<file path="src/design/pcb_cfg.svh">
// constants of the port control block decoder: indices, fields, timing
`ifndef PCB_CFG_SVH
`define PCB_CFG_SVH

// ----------------------------------------------------------------
// device register indices on the register port
// ----------------------------------------------------------------
`define PCB_IDX_CMD 2'h0
`define PCB_IDX_STATUS 2'h1
`define PCB_IDX_BASE_LO 2'h2
`define PCB_IDX_BASE_HI 2'h3

// ----------------------------------------------------------------
// port command register fields
// ----------------------------------------------------------------
`define PCB_CMD_ERR_BIT 14
`define PCB_CMD_DONE_BIT 11
`define PCB_CMD_BUSY_BIT 7
`define PCB_CMD_CODE_NONE 4'h0
`define PCB_CMD_CODE_GET_BASE 4'h1
`define PCB_CMD_CODE_POLL 4'h2

// ----------------------------------------------------------------
// status word fields and codes
// ----------------------------------------------------------------
`define PCB_STS_TIMEOUT_BIT 7
// arbitrary controller-type code of our own, names no part
`define PCB_CTRL_TYPE 3'h5
`define PCB_ST_RESET 4'h0
`define PCB_ST_PRIMARY_LOAD 4'h1
`define PCB_ST_READY 4'h2
`define PCB_ST_RUNNING 4'h3
`define PCB_ST_BUS_HALTED 4'h5

// ----------------------------------------------------------------
// control block layout and function codes
// ----------------------------------------------------------------
`define PCB_BLOCK_WORDS 4
`define PCB_FN_NOOP 8'h00
`define PCB_FN_START 8'h01

// ----------------------------------------------------------------
// host bus timeout
// ----------------------------------------------------------------
`define PCB_CLK_MHZ 125
`define PCB_BUS_TIMEOUT_NS 10000
`define PCB_BUS_TIMEOUT_CYC ((`PCB_BUS_TIMEOUT_NS * `PCB_CLK_MHZ) / 1000)

// ----------------------------------------------------------------
// host controller APB register offsets
// ----------------------------------------------------------------
`define PCB_APB_CTRL 12'h000
`define PCB_APB_BASE_LO 12'h004
`define PCB_APB_BASE_HI 12'h008
`define PCB_APB_WINDOW 12'h00C
`define PCB_APB_WORD0 12'h010
`define PCB_APB_WORD3 12'h01C
`define PCB_APB_DEV_STS 12'h020
`define PCB_APB_IRQ_STS 12'h024
`define PCB_APB_IRQ_MASK 12'h028
`define PCB_APB_BUSY 12'h02C
`define PCB_IRQ_DONE_BIT 0
`define PCB_IRQ_ERR_BIT 1

`endif

</file>
<file path="src/design/pcb_pkg.sv">
// types shared by both ends of the port control block decoder
package pcb_pkg;
  typedef enum logic [1:0] {
    FT_IDLE = 2'b00,
    FT_REQ = 2'b01,
    FT_DONE = 2'b11
  } pcb_fetch_e;

  typedef enum logic [2:0] {
    HS_IDLE = 3'b000,
    HS_WR_LO = 3'b001,
    HS_WR_HI = 3'b011,
    HS_WR_CMD = 3'b010,
    HS_RD_CMD = 3'b110,
    HS_RD_STS = 3'b111
  } pcb_host_e;

  typedef logic [15:0] pcb_word_t;
endpackage

</file>
<file path="src/design/pcb_link_if.sv">
// link between port driver end and adapter end
`timescale 1ns/1ps
`default_nettype none
interface pcb_link_if;
  logic reg_req;
  logic reg_we;
  logic [1:0] reg_idx;
  logic [15:0] reg_wdata;
  logic reg_ack;
  logic [15:0] reg_rdata;
  logic dma_req;
  logic [17:0] dma_addr;
  logic dma_ack;
  logic [15:0] dma_rdata;

  modport dev (
    input reg_req, reg_we, reg_idx, reg_wdata, dma_ack, dma_rdata,
    output reg_ack, reg_rdata, dma_req, dma_addr
  );
  modport hst (
    output reg_req, reg_we, reg_idx, reg_wdata, dma_ack, dma_rdata,
    input reg_ack, reg_rdata, dma_req, dma_addr
  );
endinterface
`default_nettype wire

</file>
<file path="src/design/pcb_fetch.sv">
// reads the four control block words from host memory
`timescale 1ns/1ps
`default_nettype none
`include "pcb_cfg.svh"
module pcb_fetch (
  input wire logic ref_clk_i,  // adapter clock
  input wire logic rst_i,  // async reset, high
  input wire logic start_i,  // begin fetch, pulse
  input wire logic [17:0] base_i,  // block base address
  output logic dma_req_o,  // word request to host bus
  output logic [17:0] dma_addr_o,  // word address
  input wire logic dma_ack_i,  // word returned, pulse
  input wire logic [15:0] dma_rdata_i,  // returned word
  output logic [63:0] words_o,  // fetched words, word 0 low
  output logic done_o,  // all words in, pulse
  output logic timeout_o  // bus timeout, pulse
);
  localparam int TMO = `PCB_BUS_TIMEOUT_CYC;

  pcb_pkg::pcb_fetch_e st_r;
  logic [1:0] idx_r;
  logic [17:0] base_r;
  logic [15:0] tmo_r;
  logic [63:0] words_r;
  logic last_w;
  logic expire_w;

  assign last_w = (idx_r == 2'(`PCB_BLOCK_WORDS - 1));
  assign expire_w = (tmo_r == 16'(TMO - 1));
  assign dma_req_o = (st_r == pcb_pkg::FT_REQ);
  assign dma_addr_o = base_r + {15'h0000, idx_r, 1'b0};
  assign words_o = words_r;

  always_ff @(posedge ref_clk_i or posedge rst_i) begin
    if (rst_i) begin
      st_r <= pcb_pkg::FT_IDLE;
      idx_r <= 2'h0;
      base_r <= 18'h0_0000;
      tmo_r <= 16'h0000;
      words_r <= 64'h0000_0000_0000_0000;
      done_o <= 1'b0;
      timeout_o <= 1'b0;
    end else begin
      done_o <= 1'b0;
      timeout_o <= 1'b0;
      unique case (st_r)
        pcb_pkg::FT_IDLE: begin
          if (start_i) begin
            st_r <= pcb_pkg::FT_REQ;
            base_r <= base_i;
            idx_r <= 2'h0;
            tmo_r <= 16'h0000;
          end
        end
        pcb_pkg::FT_REQ: begin
          if (dma_ack_i) begin
            words_r[idx_r*16 +: 16] <= dma_rdata_i;
            idx_r <= idx_r + 2'h1;
            tmo_r <= 16'h0000;
            if (last_w) begin
              st_r <= pcb_pkg::FT_DONE;
            end
          end else if (expire_w) begin
            st_r <= pcb_pkg::FT_IDLE;
            timeout_o <= 1'b1;
          end else begin
            tmo_r <= tmo_r + 16'h0001;
          end
        end
        pcb_pkg::FT_DONE: begin
          st_r <= pcb_pkg::FT_IDLE;
          done_o <= 1'b1;
        end
        default: st_r <= pcb_pkg::FT_IDLE;
      endcase
    end
  end
endmodule
`default_nettype wire

</file>
<file path="src/design/pcb_dev.sv">
// adapter end: port registers, control block fetch and function decode
// Behaviour
// - timeout flag valid only with error interrupt set
// - host bus timeout during command sets flag
// - error with flag clear means function error
// - status word carries fixed controller-type code
// - four-bit operating state with fixed encodings
// - low base register holds address bits 15:1
// - host writes low base bit zero as zero
// - high base holds bits 17:16, rest zero
// - fetch four sixteen-bit words from base
// - get-base command latches the base address
// - function byte written by host, never modified
// - decode remaining fields by function code
// - function zero does nothing
// - function one starts microcode at given address
// - start address 15:1 from word one
// - start address 23:16 from word two low
// - host keeps start address bit zero clear
// - host loads microcode before start function
`timescale 1ns/1ps
`default_nettype none
`include "pcb_cfg.svh"
module pcb_dev #(
  parameter logic [2:0] CTRL_TYPE = `PCB_CTRL_TYPE  // arbitrary value
) (
  input wire logic ref_clk_i,  // adapter clock
  input wire logic rst_i,  // async reset, high
  pcb_link_if.dev link,  // host side link
  output logic [3:0] op_state_o,  // operating state
  output logic ustart_o,  // start microcode, pulse
  output logic [23:0] ustart_addr_o,  // internal start address
  output logic cmd_err_o  // command error interrupt level
);
  // ----------------------------------------------------------------
  // registers and wires
  // ----------------------------------------------------------------
  logic [15:1] base_lo_r;
  logic [1:0] base_hi_r;
  logic [17:0] cb_base_r;
  logic err_r;
  logic done_r;
  logic busy_r;
  logic tmo_r;
  logic [3:0] code_r;
  logic [3:0] state_r;
  logic [23:0] ustart_addr_r;
  logic ustart_r;
  logic ack_r;
  logic [15:0] rdata_r;
  logic started_r;

  logic wr_w;
  logic rd_w;
  logic [3:0] wcode_w;
  logic issue_w;
  logic get_base_w;
  logic poll_w;
  logic fetch_done_w;
  logic fetch_tmo_w;
  logic [63:0] words_w;
  logic [15:0] word0_w;
  logic [15:0] word1_w;
  logic [15:0] word2_w;
  logic [7:0] fn_w;
  logic fn_noop_w;
  logic fn_start_w;
  logic start_ok_w;
  logic fn_err_w;
  logic clr_err_w;
  logic clr_done_w;
  logic set_err_w;
  logic set_done_w;
  logic [15:0] cmd_word_w;
  logic [15:0] sts_word_w;
  logic [15:0] rmux_w;

  // ----------------------------------------------------------------
  // register port decode
  // ----------------------------------------------------------------
  // one request is answered per two cycles so a held request is not taken twice
  assign wr_w = link.reg_req & link.reg_we & ~ack_r;
  assign rd_w = link.reg_req & ~link.reg_we & ~ack_r;
  assign wcode_w = link.reg_wdata[3:0];
  assign issue_w = wr_w & (link.reg_idx == `PCB_IDX_CMD) & ~busy_r;
  assign get_base_w = issue_w & (wcode_w == `PCB_CMD_CODE_GET_BASE);
  assign poll_w = issue_w & (wcode_w == `PCB_CMD_CODE_POLL);
  assign clr_err_w = wr_w & (link.reg_idx == `PCB_IDX_CMD) & link.reg_wdata[`PCB_CMD_ERR_BIT];
  assign clr_done_w = wr_w & (link.reg_idx == `PCB_IDX_CMD) & link.reg_wdata[`PCB_CMD_DONE_BIT];

  // ----------------------------------------------------------------
  // control block fetch
  // ----------------------------------------------------------------
  pcb_fetch u_fetch (
    .ref_clk_i(ref_clk_i),
    .rst_i(rst_i),
    .start_i(poll_w),
    .base_i(cb_base_r),
    .dma_req_o(link.dma_req),
    .dma_addr_o(link.dma_addr),
    .dma_ack_i(link.dma_ack),
    .dma_rdata_i(link.dma_rdata),
    .words_o(words_w),
    .done_o(fetch_done_w),
    .timeout_o(fetch_tmo_w)
  );

  // ----------------------------------------------------------------
  // function decode, acts only once all words are in
  // ----------------------------------------------------------------
  // the fetched copy is only read; the function byte is never written back
  assign word0_w = words_w[15:0];
  assign word1_w = words_w[31:16];
  assign word2_w = words_w[47:32];
  assign fn_w = word0_w[7:0];
  assign fn_noop_w = (fn_w == `PCB_FN_NOOP);
  assign fn_start_w = (fn_w == `PCB_FN_START);
  // reserved-zero fields checked for the start function
  assign start_ok_w = (word0_w[15:8] == 8'h00) & (word2_w[15:8] == 8'h00);
  assign fn_err_w = fetch_done_w & ~fn_noop_w & ~(fn_start_w & start_ok_w);
  assign set_err_w = fn_err_w | fetch_tmo_w;
  assign set_done_w = fetch_done_w | get_base_w;

  // ----------------------------------------------------------------
  // read-back words
  // ----------------------------------------------------------------
  always_comb begin
    cmd_word_w = 16'h0000;
    cmd_word_w[`PCB_CMD_ERR_BIT] = err_r;
    cmd_word_w[`PCB_CMD_DONE_BIT] = done_r;
    cmd_word_w[`PCB_CMD_BUSY_BIT] = busy_r;
    cmd_word_w[3:0] = code_r;
  end

  always_comb begin
    sts_word_w = 16'h0000;
    // flag is only meaningful while err_r is set; it is cleared along with it
    sts_word_w[`PCB_STS_TIMEOUT_BIT] = tmo_r & err_r;
    sts_word_w[6:4] = CTRL_TYPE;
    sts_word_w[3:0] = state_r;
  end

  assign rmux_w = (link.reg_idx == `PCB_IDX_CMD) ? cmd_word_w :
                  (link.reg_idx == `PCB_IDX_STATUS) ? sts_word_w :
                  (link.reg_idx == `PCB_IDX_BASE_LO) ? {base_lo_r, 1'b0} :
                  {14'h0000, base_hi_r};

  assign link.reg_ack = ack_r;
  assign link.reg_rdata = rdata_r;
  assign op_state_o = state_r;
  assign ustart_o = ustart_r;
  assign ustart_addr_o = ustart_addr_r;
  assign cmd_err_o = err_r;

  // ----------------------------------------------------------------
  // register port answer
  // ----------------------------------------------------------------
  always_ff @(posedge ref_clk_i or posedge rst_i) begin
    if (rst_i) begin
      ack_r <= 1'b0;
      rdata_r <= 16'h0000;
    end else begin
      ack_r <= wr_w | rd_w;
      if (rd_w) begin
        rdata_r <= rmux_w;
      end
    end
  end

  // ----------------------------------------------------------------
  // base registers and latched base
  // ----------------------------------------------------------------
  always_ff @(posedge ref_clk_i or posedge rst_i) begin
    if (rst_i) begin
      base_lo_r <= 15'h0000;
      base_hi_r <= 2'h0;
      cb_base_r <= 18'h0_0000;
    end else begin
      if (wr_w & (link.reg_idx == `PCB_IDX_BASE_LO)) begin
        base_lo_r <= link.reg_wdata[15:1];
      end
      if (wr_w & (link.reg_idx == `PCB_IDX_BASE_HI)) begin
        base_hi_r <= link.reg_wdata[1:0];
      end
      if (get_base_w) begin
        cb_base_r <= {base_hi_r, base_lo_r, 1'b0};
      end
    end
  end

  // ----------------------------------------------------------------
  // command flags; a hardware set wins over a same-cycle clear
  // ----------------------------------------------------------------
  always_ff @(posedge ref_clk_i or posedge rst_i) begin
    if (rst_i) begin
      err_r <= 1'b0;
      done_r <= 1'b0;
      busy_r <= 1'b0;
      tmo_r <= 1'b0;
      code_r <= `PCB_CMD_CODE_NONE;
    end else begin
      if (issue_w) begin
        code_r <= wcode_w;
      end
      if (poll_w) begin
        busy_r <= 1'b1;
      end else if (fetch_done_w | fetch_tmo_w) begin
        busy_r <= 1'b0;
      end
      if (set_err_w) begin
        err_r <= 1'b1;
        tmo_r <= fetch_tmo_w;
      end else if (clr_err_w) begin
        err_r <= 1'b0;
        tmo_r <= 1'b0;
      end
      if (set_done_w) begin
        done_r <= 1'b1;
      end else if (clr_done_w) begin
        done_r <= 1'b0;
      end
    end
  end

  // ----------------------------------------------------------------
  // operating state and start function
  // ----------------------------------------------------------------
  always_ff @(posedge ref_clk_i or posedge rst_i) begin
    if (rst_i) begin
      state_r <= `PCB_ST_RESET;
      started_r <= 1'b0;
      ustart_r <= 1'b0;
      ustart_addr_r <= 24'h00_0000;
    end else begin
      ustart_r <= 1'b0;
      if (!started_r) begin
        started_r <= 1'b1;
        state_r <= `PCB_ST_READY;
      end else if (fetch_tmo_w) begin
        state_r <= `PCB_ST_BUS_HALTED;
      end else if (fetch_done_w & fn_start_w & start_ok_w) begin
        // host has placed microcode beforehand; bit zero forced even
        ustart_addr_r <= {word2_w[7:0], word1_w[15:1], 1'b0};
        ustart_r <= 1'b1;
        state_r <= `PCB_ST_RUNNING;
      end
    end
  end
endmodule
`default_nettype wire

</file>
<file path="src/flat_wrapper.sv">
// flat-port wrapper written by rule: the top's interface ports become plain ports
module pcb_dev_flat 
#(
  parameter logic [2:0] CTRL_TYPE = `PCB_CTRL_TYPE                    
)
  (ref_clk_i, rst_i, op_state_o, ustart_o, ustart_addr_o, cmd_err_o, link_reg_req, link_reg_we, link_reg_idx, link_reg_wdata, link_dma_ack, link_dma_rdata, link_reg_ack, link_reg_rdata, link_dma_req, link_dma_addr);
  pcb_link_if link_i ();
  input wire logic ref_clk_i;
  input wire logic rst_i;
  output logic [3:0] op_state_o;
  output logic ustart_o;
  output logic [23:0] ustart_addr_o;
  output logic cmd_err_o;
  input wire logic [$bits(link_i.reg_req)-1:0] link_reg_req;
  input wire logic [$bits(link_i.reg_we)-1:0] link_reg_we;
  input wire logic [$bits(link_i.reg_idx)-1:0] link_reg_idx;
  input wire logic [$bits(link_i.reg_wdata)-1:0] link_reg_wdata;
  input wire logic [$bits(link_i.dma_ack)-1:0] link_dma_ack;
  input wire logic [$bits(link_i.dma_rdata)-1:0] link_dma_rdata;
  output wire logic [$bits(link_i.reg_ack)-1:0] link_reg_ack;
  output wire logic [$bits(link_i.reg_rdata)-1:0] link_reg_rdata;
  output wire logic [$bits(link_i.dma_req)-1:0] link_dma_req;
  output wire logic [$bits(link_i.dma_addr)-1:0] link_dma_addr;
  assign link_i.reg_req = link_reg_req;
  assign link_i.reg_we = link_reg_we;
  assign link_i.reg_idx = link_reg_idx;
  assign link_i.reg_wdata = link_reg_wdata;
  assign link_i.dma_ack = link_dma_ack;
  assign link_i.dma_rdata = link_dma_rdata;
  assign link_reg_ack = link_i.reg_ack;
  assign link_reg_rdata = link_i.reg_rdata;
  assign link_dma_req = link_i.dma_req;
  assign link_dma_addr = link_i.dma_addr;
  pcb_dev #(.CTRL_TYPE(CTRL_TYPE)) u_core (.ref_clk_i(ref_clk_i), .rst_i(rst_i), .link(link_i), .op_state_o(op_state_o), .ustart_o(ustart_o), .ustart_addr_o(ustart_addr_o), .cmd_err_o(cmd_err_o));
endmodule
</file>
<file path="config.mk">
export PLATFORM = sky130hd
export DESIGN_NAME = pcb_dev_flat
export DESIGN_NICKNAME = d
export VERILOG_FILES = /design/src/design/pcb_pkg.sv /design/src/design/pcb_link_if.sv /design/src/design/pcb_fetch.sv /design/src/design/pcb_dev.sv /design/src/flat_wrapper.sv
export VERILOG_INCLUDE_DIRS = /design/src /design/src/design
export SDC_FILE = /design/constraint.sdc
export NUM_CORES = 1
export LEC_CHECK = 0
export BUFFER_PORTS_ARGS = -buffer_cell sky130_fd_sc_hd__clkbuf_2
export CAP_MARGIN = 20
export CORE_AREA = 4 4 143 145
export DETAILED_ROUTE_END_ITERATION = 12
export DIE_AREA = 0 0 147 149
export GPL_ROUTABILITY_DRIVEN = 0
export REMOVE_ABC_BUFFERS = 1
export SYNTH_ARGS = -nofsm -noshare
export SYNTH_HDL_FRONTEND = slang
export SYNTH_SLANG_ARGS = --single-unit
</file>
<file path="constraint.sdc">
create_clock -name ref_clk_i -period 8.24 [get_ports ref_clk_i]
set_input_delay 0.412 -clock ref_clk_i [delete_from_list [all_inputs] [get_ports ref_clk_i]]
set_output_delay 0.412 -clock ref_clk_i [all_outputs]
set_load 0.03 [all_outputs]
</file>
==> results of run 1 <==
worst max-delay path by stage:
stage	start	to	slack (ps)	depth (start not counted)
after global routing	u_core.u_fetch.idx_r[1]	link_dma_addr[16]	4840	7
after CTS	u_core.u_fetch.idx_r[1]	link_dma_addr[16]	5070	7
after floorplan	rst_i	u_core.base_hi_r[0]	3140	1
final	u_core.u_fetch.idx_r[1]	link_dma_addr[14]	5130	7
after global placement	link_reg_idx[0]	u_core.u_fetch.base_r[5]	5400	5
after detailed placement	link_reg_idx[1]	u_core.u_fetch.base_r[6]	5380	5
layout by cell type, fill, tap and decap left out, drive strengths merged, types with 4 or more instances in the layout:
| cell type | netlist | layout |
|---|---|---|
| a21oi | 13 | 13 |
| a31oi | 4 | 4 |
| and2 | 6 | 6 |
| and3 | 6 | 6 |
| buf | 10 | 6 |
| clkbuf | 27 | 119 |
| clkinv | 0 | 4 |
| conb | 2 | 4 |
| dfrtp | 173 | 173 |
| ha | 9 | 9 |
| inv | 7 | 15 |
| mux2 | 78 | 78 |
| mux2i | 5 | 5 |
| nand2 | 149 | 149 |
| nand2b | 6 | 6 |
| nand3 | 23 | 23 |
| nand4 | 8 | 8 |
| nor2 | 16 | 16 |
| nor2b | 9 | 9 |
| nor3 | 6 | 6 |
| nor3b | 6 | 6 |
| nor4 | 6 | 6 |
| o21ai | 78 | 78 |
| o31ai | 6 | 6 |
| xnor2 | 12 | 12 |
| xor2 | 8 | 8 |
cell families (layout without fill, tap and decap cells):
logic type / count (synthesis) / in the layout / synth area share (%)
buffers and inverters: 44 / 146 / 2.68
xor gates and xnor gates: 20 / 20 / 2.31
and+or+nand+nor: 258 / 258 / 15.9
AOI/OAI and AO/OA: 105 / 105 / 7.35
adders and majority gates: 10 / 10 / 1.75
DFF: 173 / 173 / 57.0
other: 2 / 4 / 0.0989
muxes: 84 / 84 / 12.9
registers in the layout, summed over array words and instances (netlist names), 3 cells and up:
signal                  flops
u_core.u_fetch.words_o     47
u_core.ustart_addr_o       23
u_core.cb_base_r           17
u_core.u_fetch.base_r      17
u_core.link.reg_rdata      16
u_core.u_fetch.tmo_r       16
u_core.base_lo_r           15
u_core.code_r               4
u_core.op_state_o           3
routing by layer:
layer | track usage (%) | routed length, um | part of all wire [%]
met1 | 22.6 | 7980 | 48
met2 | 24.1 | 7680 | 46
met3 | 3.59 | 826 | 5.0
met4 | 4.24 | 172 | 1.0
met5 | 0 | 0 | 0
cell usage after synthesis, types with 2 or more instances:
| library cell | n | area share (%) |
|---|---|---|
| ha_1 | 9 | 1.5 |
| nand2_1 | 149 | 7.4 |
| nand3b_1 | 3 | 0.30 |
| nor4b_1 | 2 | 0.23 |
| and3_1 | 6 | 0.49 |
| nor2_1 | 16 | 0.79 |
| nand2b_1 | 6 | 0.49 |
| buf_4 | 3 | 0.30 |
| nor4_1 | 6 | 0.49 |
| nor3_1 | 6 | 0.40 |
| nor3b_1 | 6 | 0.59 |
| xnor2_1 | 12 | 1.4 |
| and2_1 | 6 | 0.49 |
| o21ai_0 | 78 | 5.1 |
| dfrtp_1 | 173 | 57 |
| mux2_2 | 70 | 10 |
| mux2_4 | 8 | 1.6 |
| conb_1 | 2 | 0.099 |
| o31ai_1 | 6 | 0.59 |
| nand3_1 | 23 | 1.5 |
| mux2i_1 | 5 | 0.66 |
| nand4_1 | 8 | 0.66 |
| a31oi_1 | 4 | 0.33 |
| a21oi_1 | 13 | 0.86 |
| buf_2 | 3 | 0.20 |
| nor2b_1 | 9 | 0.74 |
| buf_1 | 2 | 0.099 |
| inv_1 | 7 | 0.35 |
| clkbuf_1 | 27 | 1.3 |
| or3_1 | 3 | 0.25 |
| xor2_1 | 8 | 0.92 |
per-stage QoR:
| stage | utilization, % | instance area, sq um | setup WS (ps) | hold WS [ps] | cells |
|---|---|---|---|---|---|
| after floorplan | - | 7430 | 3140 | 441 | 661 |
| after global placement | 43.2 | 8310 | 5400 | 454 | 1030 |
| after detailed placement | 43.2 | 8310 | 5380 | 457 | 1030 |
| after CTS | 46.4 | 8910 | 5070 | 199 | 1062 |
| after global routing | 46.6 | 8950 | 4840 | 210 | 1065 |
| final | 46.6 | 8950 | 5130 | 174 | 1065 |
worst reg2reg max path, cell delays in order (launching register included):
cell and delay [ps]:
dfrtp_1 380, nor4_1 330, nand2_1 140, nor4b_2 500, and4b_1 500, buf_4 350, mux2_2 380
power groups by stage:
stage / Combinational [uW] / Sequential (uW) / Clock [uW]
2_1_floorplan: 75.2 / 951 / 0
3_3_place_gp: 148 / 938 / 0
3_5_place_dp: 150 / 939 / 0
4_1_cts: 151 / 922 / 840
5_1_grt: 165 / 928 / 866
6_report: 148 / 922 / 816
area by class of cell:
class | count | area (sq um) | share of cell area, %
multi-input combinational | 481 | 3090 | 34.5
sequential | 173 | 4330 | 48.4
inverter | 7 | 31.3 | 0.350
clock inverter | 14 | 168 | 1.87
tap | 265 | 332 | 3.71
timing repair buffer | 107 | 562 | 6.28
clock buffer | 18 | 439 | 4.91
==> flow_metrics.env, run 1 <==
export IMPL_wirelength_um=16700
export IMPL_r2r_start="u_core.u_fetch.words_o[8]"
export IMPL_p_leak_uw=0.00434
export IMPL_synth_edf_count=0
export IMPL_dr_pass1_iters=4
export IMPL_synth_flop_cell="dfrtp_1"
export IMPL_rows=51
export IMPL_post_cts_buffers=0
export IMPL_rsz0062_at_grt="false"
export IMPL_hpwlAfterDp_um=11400
export IMPL_grt_pass1_wl_um=27400
export IMPL_htreeDepth=4
export IMPL_combPwrFrac_pct=7.8
export IMPL_fmax_mhz=322
export IMPL_crit_fanout=6
export IMPL_cts_root_buf="clkbuf_16"
export IMPL_grt_max_degree=103
export IMPL_synth_seq_cells=173
export IMPL_finalNetCount=836
export IMPL_reg2reg_slack_ps=5540
export IMPL_async_reset_ff_share_pct=100
export IMPL_fin_tns_setup_ps=0
export IMPL_ant_nets=0
export IMPL_min_period_ps=3110
export IMPL_area_growth_pct=17.8
export IMPL_drc=0
export IMPL_seq_area_frac_synth_pct=57.0
export IMPL_start_kind="flop"
export IMPL_wl_per_cell_um=15.6
export IMPL_crit_buf_inv=1
export IMPL_port_buffers=101
export IMPL_n_antenna_cell=0
export IMPL_hold_path_class="primary input to async pin"
export IMPL_fin_total_pwr_uw=1890
export IMPL_timing_worst_setup_path_type="flop to output port"
export IMPL_cts_repair_resized=0
export IMPL_clock_sinks=173
export IMPL_critPathMaxStageDelay_ps=550
export IMPL_drtIter0Drc=306
export IMPL_yosys_warnings=0
export IMPL_die_area_sq_um=21900
export IMPL_setup_viol=0
export IMPL_cts_tree="done"
export IMPL_layout_drive_gt1_share_pct=28.1
export IMPL_antenna_found_initial=0
export IMPL_r2r_end="u_core.ustart_addr_o[12]"
export IMPL_num_fill_cells=1805
export IMPL_ir_drop_mv=0.150
export IMPL_slowest_stage="nor3b_1"
export IMPL_maxSlewViolCount=0
export IMPL_outcome="finished, final reports clean"
export IMPL_chipWidth_um=147
export IMPL_grt_usage_pct=15.7
export IMPL_fp_dieH_um=149
export IMPL_hold_buffers=0
export IMPL_worstRegToRegCells=6
export IMPL_fin_worst_skew_ps=13.4
export IMPL_switchingPower_uw=502
export IMPL_critPathTopFamily="simple AND/OR/NAND/NOR gates"
export IMPL_via_per_inst=4.99
export IMPL_seq_power_share_pct=48.9
export IMPL_period_share_pct=37.7
export IMPL_cts_buffers_inserted=17
export IMPL_critPathArrivalTime_ps=2700
export IMPL_ios=105
export IMPL_power_frac_clock_pct=43.3
export IMPL_cts_buffer_depth=2
export IMPL_syn_area_sq_um=7600
export IMPL_num_vias=5315
export IMPL_cp_cell_sequence="ha_1 > a21oi_1 > nor3b_1 > nand3_1 > nor2_1 > xor2_1 > clkbuf_2"
export IMPL_yosysUniqueCellTypes=48
export IMPL_hold_viol=0
export IMPL_synth_area_per_cell_sq_um=10.9
export IMPL_maxSlewHeadroom_pct=25.0
export IMPL_gr_total_overflow=0
export IMPL_crit_required_ps=7830
export IMPL_intPower_uw=1380
export IMPL_netSwitchingFraction_pct=26.6
export IMPL_cap_violations=0
export IMPL_worstMarginPinSlew_ps=1120
export IMPL_initial_core_util_pct=39.6
export IMPL_worstSetupEndpointType="output port"
export IMPL_grt_pass1_vias=5120
export IMPL_path_clk_slew_ps=70
export IMPL_core_area_sq_um=19200
export IMPL_p_per_area_nw_per_um2=211
export IMPL_clock_latency_ps=430
export IMPL_synthCells=696
Power figures use the tool's default switching activity.
==> inputs of run 2 (changes only) <==
Clock period 8.24 ns to 2.5 ns, I/O delays scaled along.
==> run 2 against run 1 <==
  * Critical endpoint unchanged
  * Via count is 3.2% higher
  * Largest cell class unchanged
  * Register-to-register slack got worse by 5300 ps
  * Critical path type unchanged
  * Highest routed layer unchanged
  * Flip-flop and latch count unchanged
  * Critical path depth grew 1
==> flow_metrics.env, run 2 (same netlist as run 1, synthesis figures left out) <==
export IMPL_grt_max_degree=68
export IMPL_cts_root_buf="clkbuf_16"
export IMPL_whs_ps=44.1
export IMPL_multi_input_area_sq_um=3110
export IMPL_hold_path_class="primary input to flop"
export IMPL_fin_worst_skew_ps=17.3
export IMPL_worstSetupEndpointType="output port"
export IMPL_start_kind="flop"
export IMPL_finalNetCount=891
export IMPL_critPathArrivalTime_ps=2240
export IMPL_drtIter0Drc=268
export IMPL_largest_reg_flops=47
export IMPL_num_fill_cells=1781
export IMPL_drc=0
export IMPL_num_vias=5484
export IMPL_maxSlewViolCount=0
export IMPL_post_cts_buffers=0
export IMPL_chipWidth_um=147
export IMPL_cts_tree="done"
export IMPL_hold_viol=0
export IMPL_ant_nets=0
export IMPL_worstMarginPinSlew_ps=712
export IMPL_crit_required_ps=2380
export IMPL_core_area_sq_um=19200
export IMPL_layout_drive_gt1_share_pct=29.4
export IMPL_gr_total_overflow=0
export IMPL_final_common_cell="dfrtp_1"
export IMPL_wirelength_um=17100
export IMPL_dr_wl_met3_um=612
export IMPL_dr_pass1_iters=4
export IMPL_cts_buffer_depth=2
export IMPL_topRoutingLayerUsed="met4"
export IMPL_fp_dieH_um=149
export IMPL_clock_sinks=173
export IMPL_hpwlAfterDp_um=12000
export IMPL_clock_latency_ps=430
export IMPL_grt_usage_pct=16.4
export IMPL_cap_violations=0
export IMPL_p_leak_uw=0.00458
export IMPL_min_period_ps=2360
export IMPL_placed_cell_area_sq_um=8500
export IMPL_setup_viol=0
export IMPL_ios=105
export IMPL_wl_per_cell_um=15.3
export IMPL_route_met2_wl_um=8180
export IMPL_path_clk_slew_ps=70
export IMPL_cts_buffers_inserted=17
export IMPL_maxSlewHeadroom_pct=52.4
export IMPL_rows=51
export IMPL_fin_area_sq_um=9470
export IMPL_crit_fanout=3
export IMPL_n_antenna_cell=0
export IMPL_period_share_pct=94.5
export IMPL_htreeDepth=4
export IMPL_ir_drop_mv=0.460
export IMPL_p_per_area_nw_per_um2=663
export IMPL_final_cell_mix="172 x dfrtp_1, 149 x nand2_1, 98 x clkbuf_2, 78 x o21ai_0, 70 x mux2_2"
export IMPL_area_growth_pct=24.7
export IMPL_antenna_found_initial=0
export IMPL_rsz0062_at_grt="true"
export IMPL_m1WireLength_um=8200
export IMPL_outcome="finished, final reports clean"
export IMPL_port_buffers=101
export IMPL_regArea_sq_um=4330
export IMPL_grt_pass1_vias=5625
export IMPL_timing_worst_setup_path_type="flop to output port"
export IMPL_grt_pass1_wl_um=28900
export IMPL_initial_core_util_pct=39.6
export IMPL_via_per_inst=4.90
export IMPL_die_area_sq_um=21900
export IMPL_fmax_mhz=423
## run 2: routing by layer
layer,global-route usage (%),vias up
li1,-,2674
met1,22.2,2698
met2,27.0,98
met3,3.77,14
met4,3.87,0
met5,0,-
## run 2: timing repair
item	in CTS	in global routing
resized for setup	3	12
endpoints found under the hold margin	129	0
setup endpoints to repair	5	6
pin swaps	0	2
hold buffers	34	0
## run 2: path summary, 6_finish.rpt
check,from,endpoint,slack (ps),cells after the start
setup / recovery,u_core.u_fetch.base_r[2],link_dma_addr[14],140,8
hold / removal,link_dma_ack,u_core.u_fetch.st_r[1],40,2
setup reg to reg,u_core.busy_r,u_core.u_fetch.base_r[17],210,5
hold reg to reg,u_core.link.reg_rdata[8],u_core.link.reg_rdata[8],470,2
max in group asynchronous,rst_i,u_core.u_fetch.words_o[45],1330,4
min in group asynchronous,rst_i,u_core.u_fetch.words_o[22],330,3
## run 2: report_power, final
part,switching (uW),total [uW],internal [uW]
Combinational,331,553,222
Sequential,100,3030,2930
Clock,1180,2700,1520
## run 2: critical path, stage by stage, from the launching register on
cell	delay, ps
dfrtp_2	440
ha_1	280
a21oi_1	110
nor3b_2	210
buf_4	160
nand3_2	110
nor2_1	150
xor2_1	170
buf_4	180
## run 2: stage by stage
step	util (%)	worst slack [ps]	total power, uW	cells	setup TNS [ps]
floorplan	-	-2310	3380	661	-400240
CTS	49.2	3.91	6360	1120	0
detailed placement	44.3	219	3600	1054	0
global placement	44.3	256	3590	1054	0
global route	49.3	-63.4	6540	1120	-120
finish	49.3	138	6280	1120	0
## run 2: cell type report
| cell class | instances | area share (%) |
|---|---|---|
| multi-input cells | 481 | 32.9 |
| clock inverters | 14 | 1.78 |
| flip-flops and latches | 173 | 45.7 |
| inverters | 7 | 0.330 |
| repair buffers | 162 | 11.3 |
| well taps | 265 | 3.50 |
| clock buffers | 18 | 4.53 |
==> inputs of run 3 (changes only) <==
Settings changed: REMOVE_ABC_BUFFERS 1 to default.
==> run 3 against run 2 <==
  * Hold slack got worse by 26 ps
  * Maximum frequency rose by 0.13%
  * Routed wire length rose by 3.1%
  * Critical path depth did not move
  * Highest routed layer unchanged
  * Setup slack improved by 3.0 ps
==> flow_metrics.env, run 3 (same netlist as run 1, synthesis figures left out) <==
export IMPL_p_per_area_nw_per_um2=665
export IMPL_area_growth_pct=23.7
export IMPL_placed_cells=1048
export IMPL_die_area_sq_um=21900
export IMPL_num_vias=5459
export IMPL_final_common_cell="dfrtp_1"
export IMPL_htreeDepth=4
export IMPL_hold_start="link_dma_rdata[11]"
export IMPL_core_area_sq_um=19200
export IMPL_crit_fanout=4
export IMPL_instances_no_fill=1111
export IMPL_outcome="finished, final reports clean"
export IMPL_hold_path_class="primary input to flop"
export IMPL_n_antenna_cell=0
export IMPL_clock_sinks=173
export IMPL_chipWidth_um=147
export IMPL_use_met1_pct=23.0
export IMPL_hold_viol=0
export IMPL_worstRegToRegCells=5
export IMPL_r2r_start="u_core.busy_r"
export IMPL_worstMarginPinSlew_ps=825
export IMPL_p_leak_uw=0.00454
export IMPL_setup_ws_ps=141
export IMPL_switchingPower_uw=1660
export IMPL_grt_max_degree=66
export IMPL_wl_per_cell_um=15.9
export IMPL_power_frac_clock_pct=42.3
export IMPL_fp_dieH_um=149
export IMPL_fmax_mhz=424
export IMPL_pre_cts_ws_ps=274
export IMPL_min_period_ps=2360
export IMPL_final_cell_mix="173 x dfrtp_1, 149 x nand2_1, 99 x clkbuf_2, 78 x o21ai_0, 70 x mux2_2"
export IMPL_cts_buffers_inserted=17
export IMPL_path_clk_slew_ps=70
export IMPL_grt_usage_pct=16.6
export IMPL_seq_power_share_pct=48.8
export IMPL_critPathArrivalTime_ps=2230
export IMPL_start_kind="flop"
export IMPL_gr_total_overflow=0
export IMPL_cts_tree="done"
export IMPL_setup_viol=0
export IMPL_grtUsageMet2_pct=26.8
export IMPL_fin_worst_skew_ps=13.8
export IMPL_hpwlAfterDp_um=12200
export IMPL_clock_latency_ps=430
export IMPL_fin_area_sq_um=9400
export IMPL_drtIter0Drc=289
export IMPL_largest_reg_flops=47
export IMPL_fin_total_pwr_uw=6250
export IMPL_gr_max_usage_layer="met2"
export IMPL_rows=51
export IMPL_crit_required_ps=2380
export IMPL_layout_drive_gt1_share_pct=28.8
export IMPL_maxSlewHeadroom_pct=45.0
export IMPL_wirelength_um=17700
export IMPL_combPwrFrac_pct=8.9
export IMPL_drc=0
export IMPL_startpoint="u_core.u_fetch.idx_r[0]"
export IMPL_maxSlewViolCount=0
export IMPL_dr_pass1_iters=4
export IMPL_ios=105
export IMPL_ir_drop_mv=0.382
export IMPL_finalNetCount=882
export IMPL_via_per_inst=4.91
export IMPL_timing_worst_setup_path_type="flop to output port"
export IMPL_netSwitchingFraction_pct=26.5
export IMPL_port_buffers=101
export IMPL_period_share_pct=94.3
export IMPL_placed_cell_area_sq_um=8490
export IMPL_grt_pass1_wl_um=29100
export IMPL_worstSetupEndpointType="output port"
export IMPL_grtUsageMet3_pct=3.80
export IMPL_cts_root_buf="clkbuf_16"
export IMPL_intPower_uw=4590
export IMPL_cap_violations=0
export IMPL_cts_buffer_depth=2
export IMPL_grt_pass1_vias=5472
export IMPL_antenna_found_initial=0
export IMPL_ant_nets=0
export IMPL_hold_depth=3
export IMPL_initial_core_util_pct=39.6
[run 3: changes by cell type in the layout (fill, tap and decap cells not counted), moves of 3 or more]
cell           delta
buf_4            -11
dlygate4sd3_1     -4
buf_12            +3
clkinvlp_4        +3
inv_6             -3
[run 3: layer usage]
layer / wire (um) / share of wire [%]
met5: 0 / 0
met4: 160 / 0.90
met3: 806 / 4.6
met2: 8230 / 47
met1: 8490 / 48
[run 3: final timing paths]
| path | endpoint | slack, ps |
|---|---|---|
| min in group asynchronous | u_core.u_fetch.idx_r[1] | 300 |
| setup / recovery | link_dma_addr[17] | 140 |
| setup reg to reg | u_core.u_fetch.base_r[4] | 260 |
| hold reg to reg | u_core.link.reg_rdata[9] | 470 |
| hold / removal | u_core.u_fetch.words_o[27] | 20 |
| max in group asynchronous | u_core.u_fetch.words_o[22] | 1510 |
[run 3: repair_timing]
action,4_1_cts,5_1_grt
resized for setup,2,4
buffers inserted,0,1
hold buffers,30,0
endpoints found under the setup margin,4,5
hold endpoints to repair,74,0
pin swaps,0,1
[run 3: per-stage QoR]
| step | hold slack [ps] | TNS, ps | utilization [%] |
|---|---|---|---|
| after global placement | 205 | 0 | 44.2 |
| after CTS | 0.366 | 0 | 48.9 |
| after detailed placement | 204 | 0 | 44.2 |
| after floorplan | 261 | 0 | - |
| after global routing | 13.5 | -5.49 | 48.9 |
| final | 18.3 | 0 | 48.9 |
[run 3: layout make-up]
class | count | area (sq um)
clock buffers | 18 | 439
clock inverters | 14 | 148
fillers | 1780 | 9810
inverters | 7 | 30.0
multi-input cells | 481 | 3100
flip-flops and latches | 173 | 4330
well taps | 265 | 332
repair buffers | 153 | 1020
[run 3: power by group through the flow]
stage / Sequential [uW] / Clock, uW / Combinational [uW]
after CTS: 3050 / 2700 / 562
after floorplan: 3140 / 0 / 261
after global placement: 3110 / 0 / 518
after global routing: 3070 / 2820 / 618
after detailed placement: 3110 / 0 / 521
final: 3050 / 2640 / 554
[run 3: critical path: stages (launching register included)]
cell and delay (ps):
dfrtp_1 390, ha_1 230, fa_2 380, nand2_1 100
nor2_2 70, and3_1 210, nand4_1 120, xnor2_1 120
clkbuf_4 200
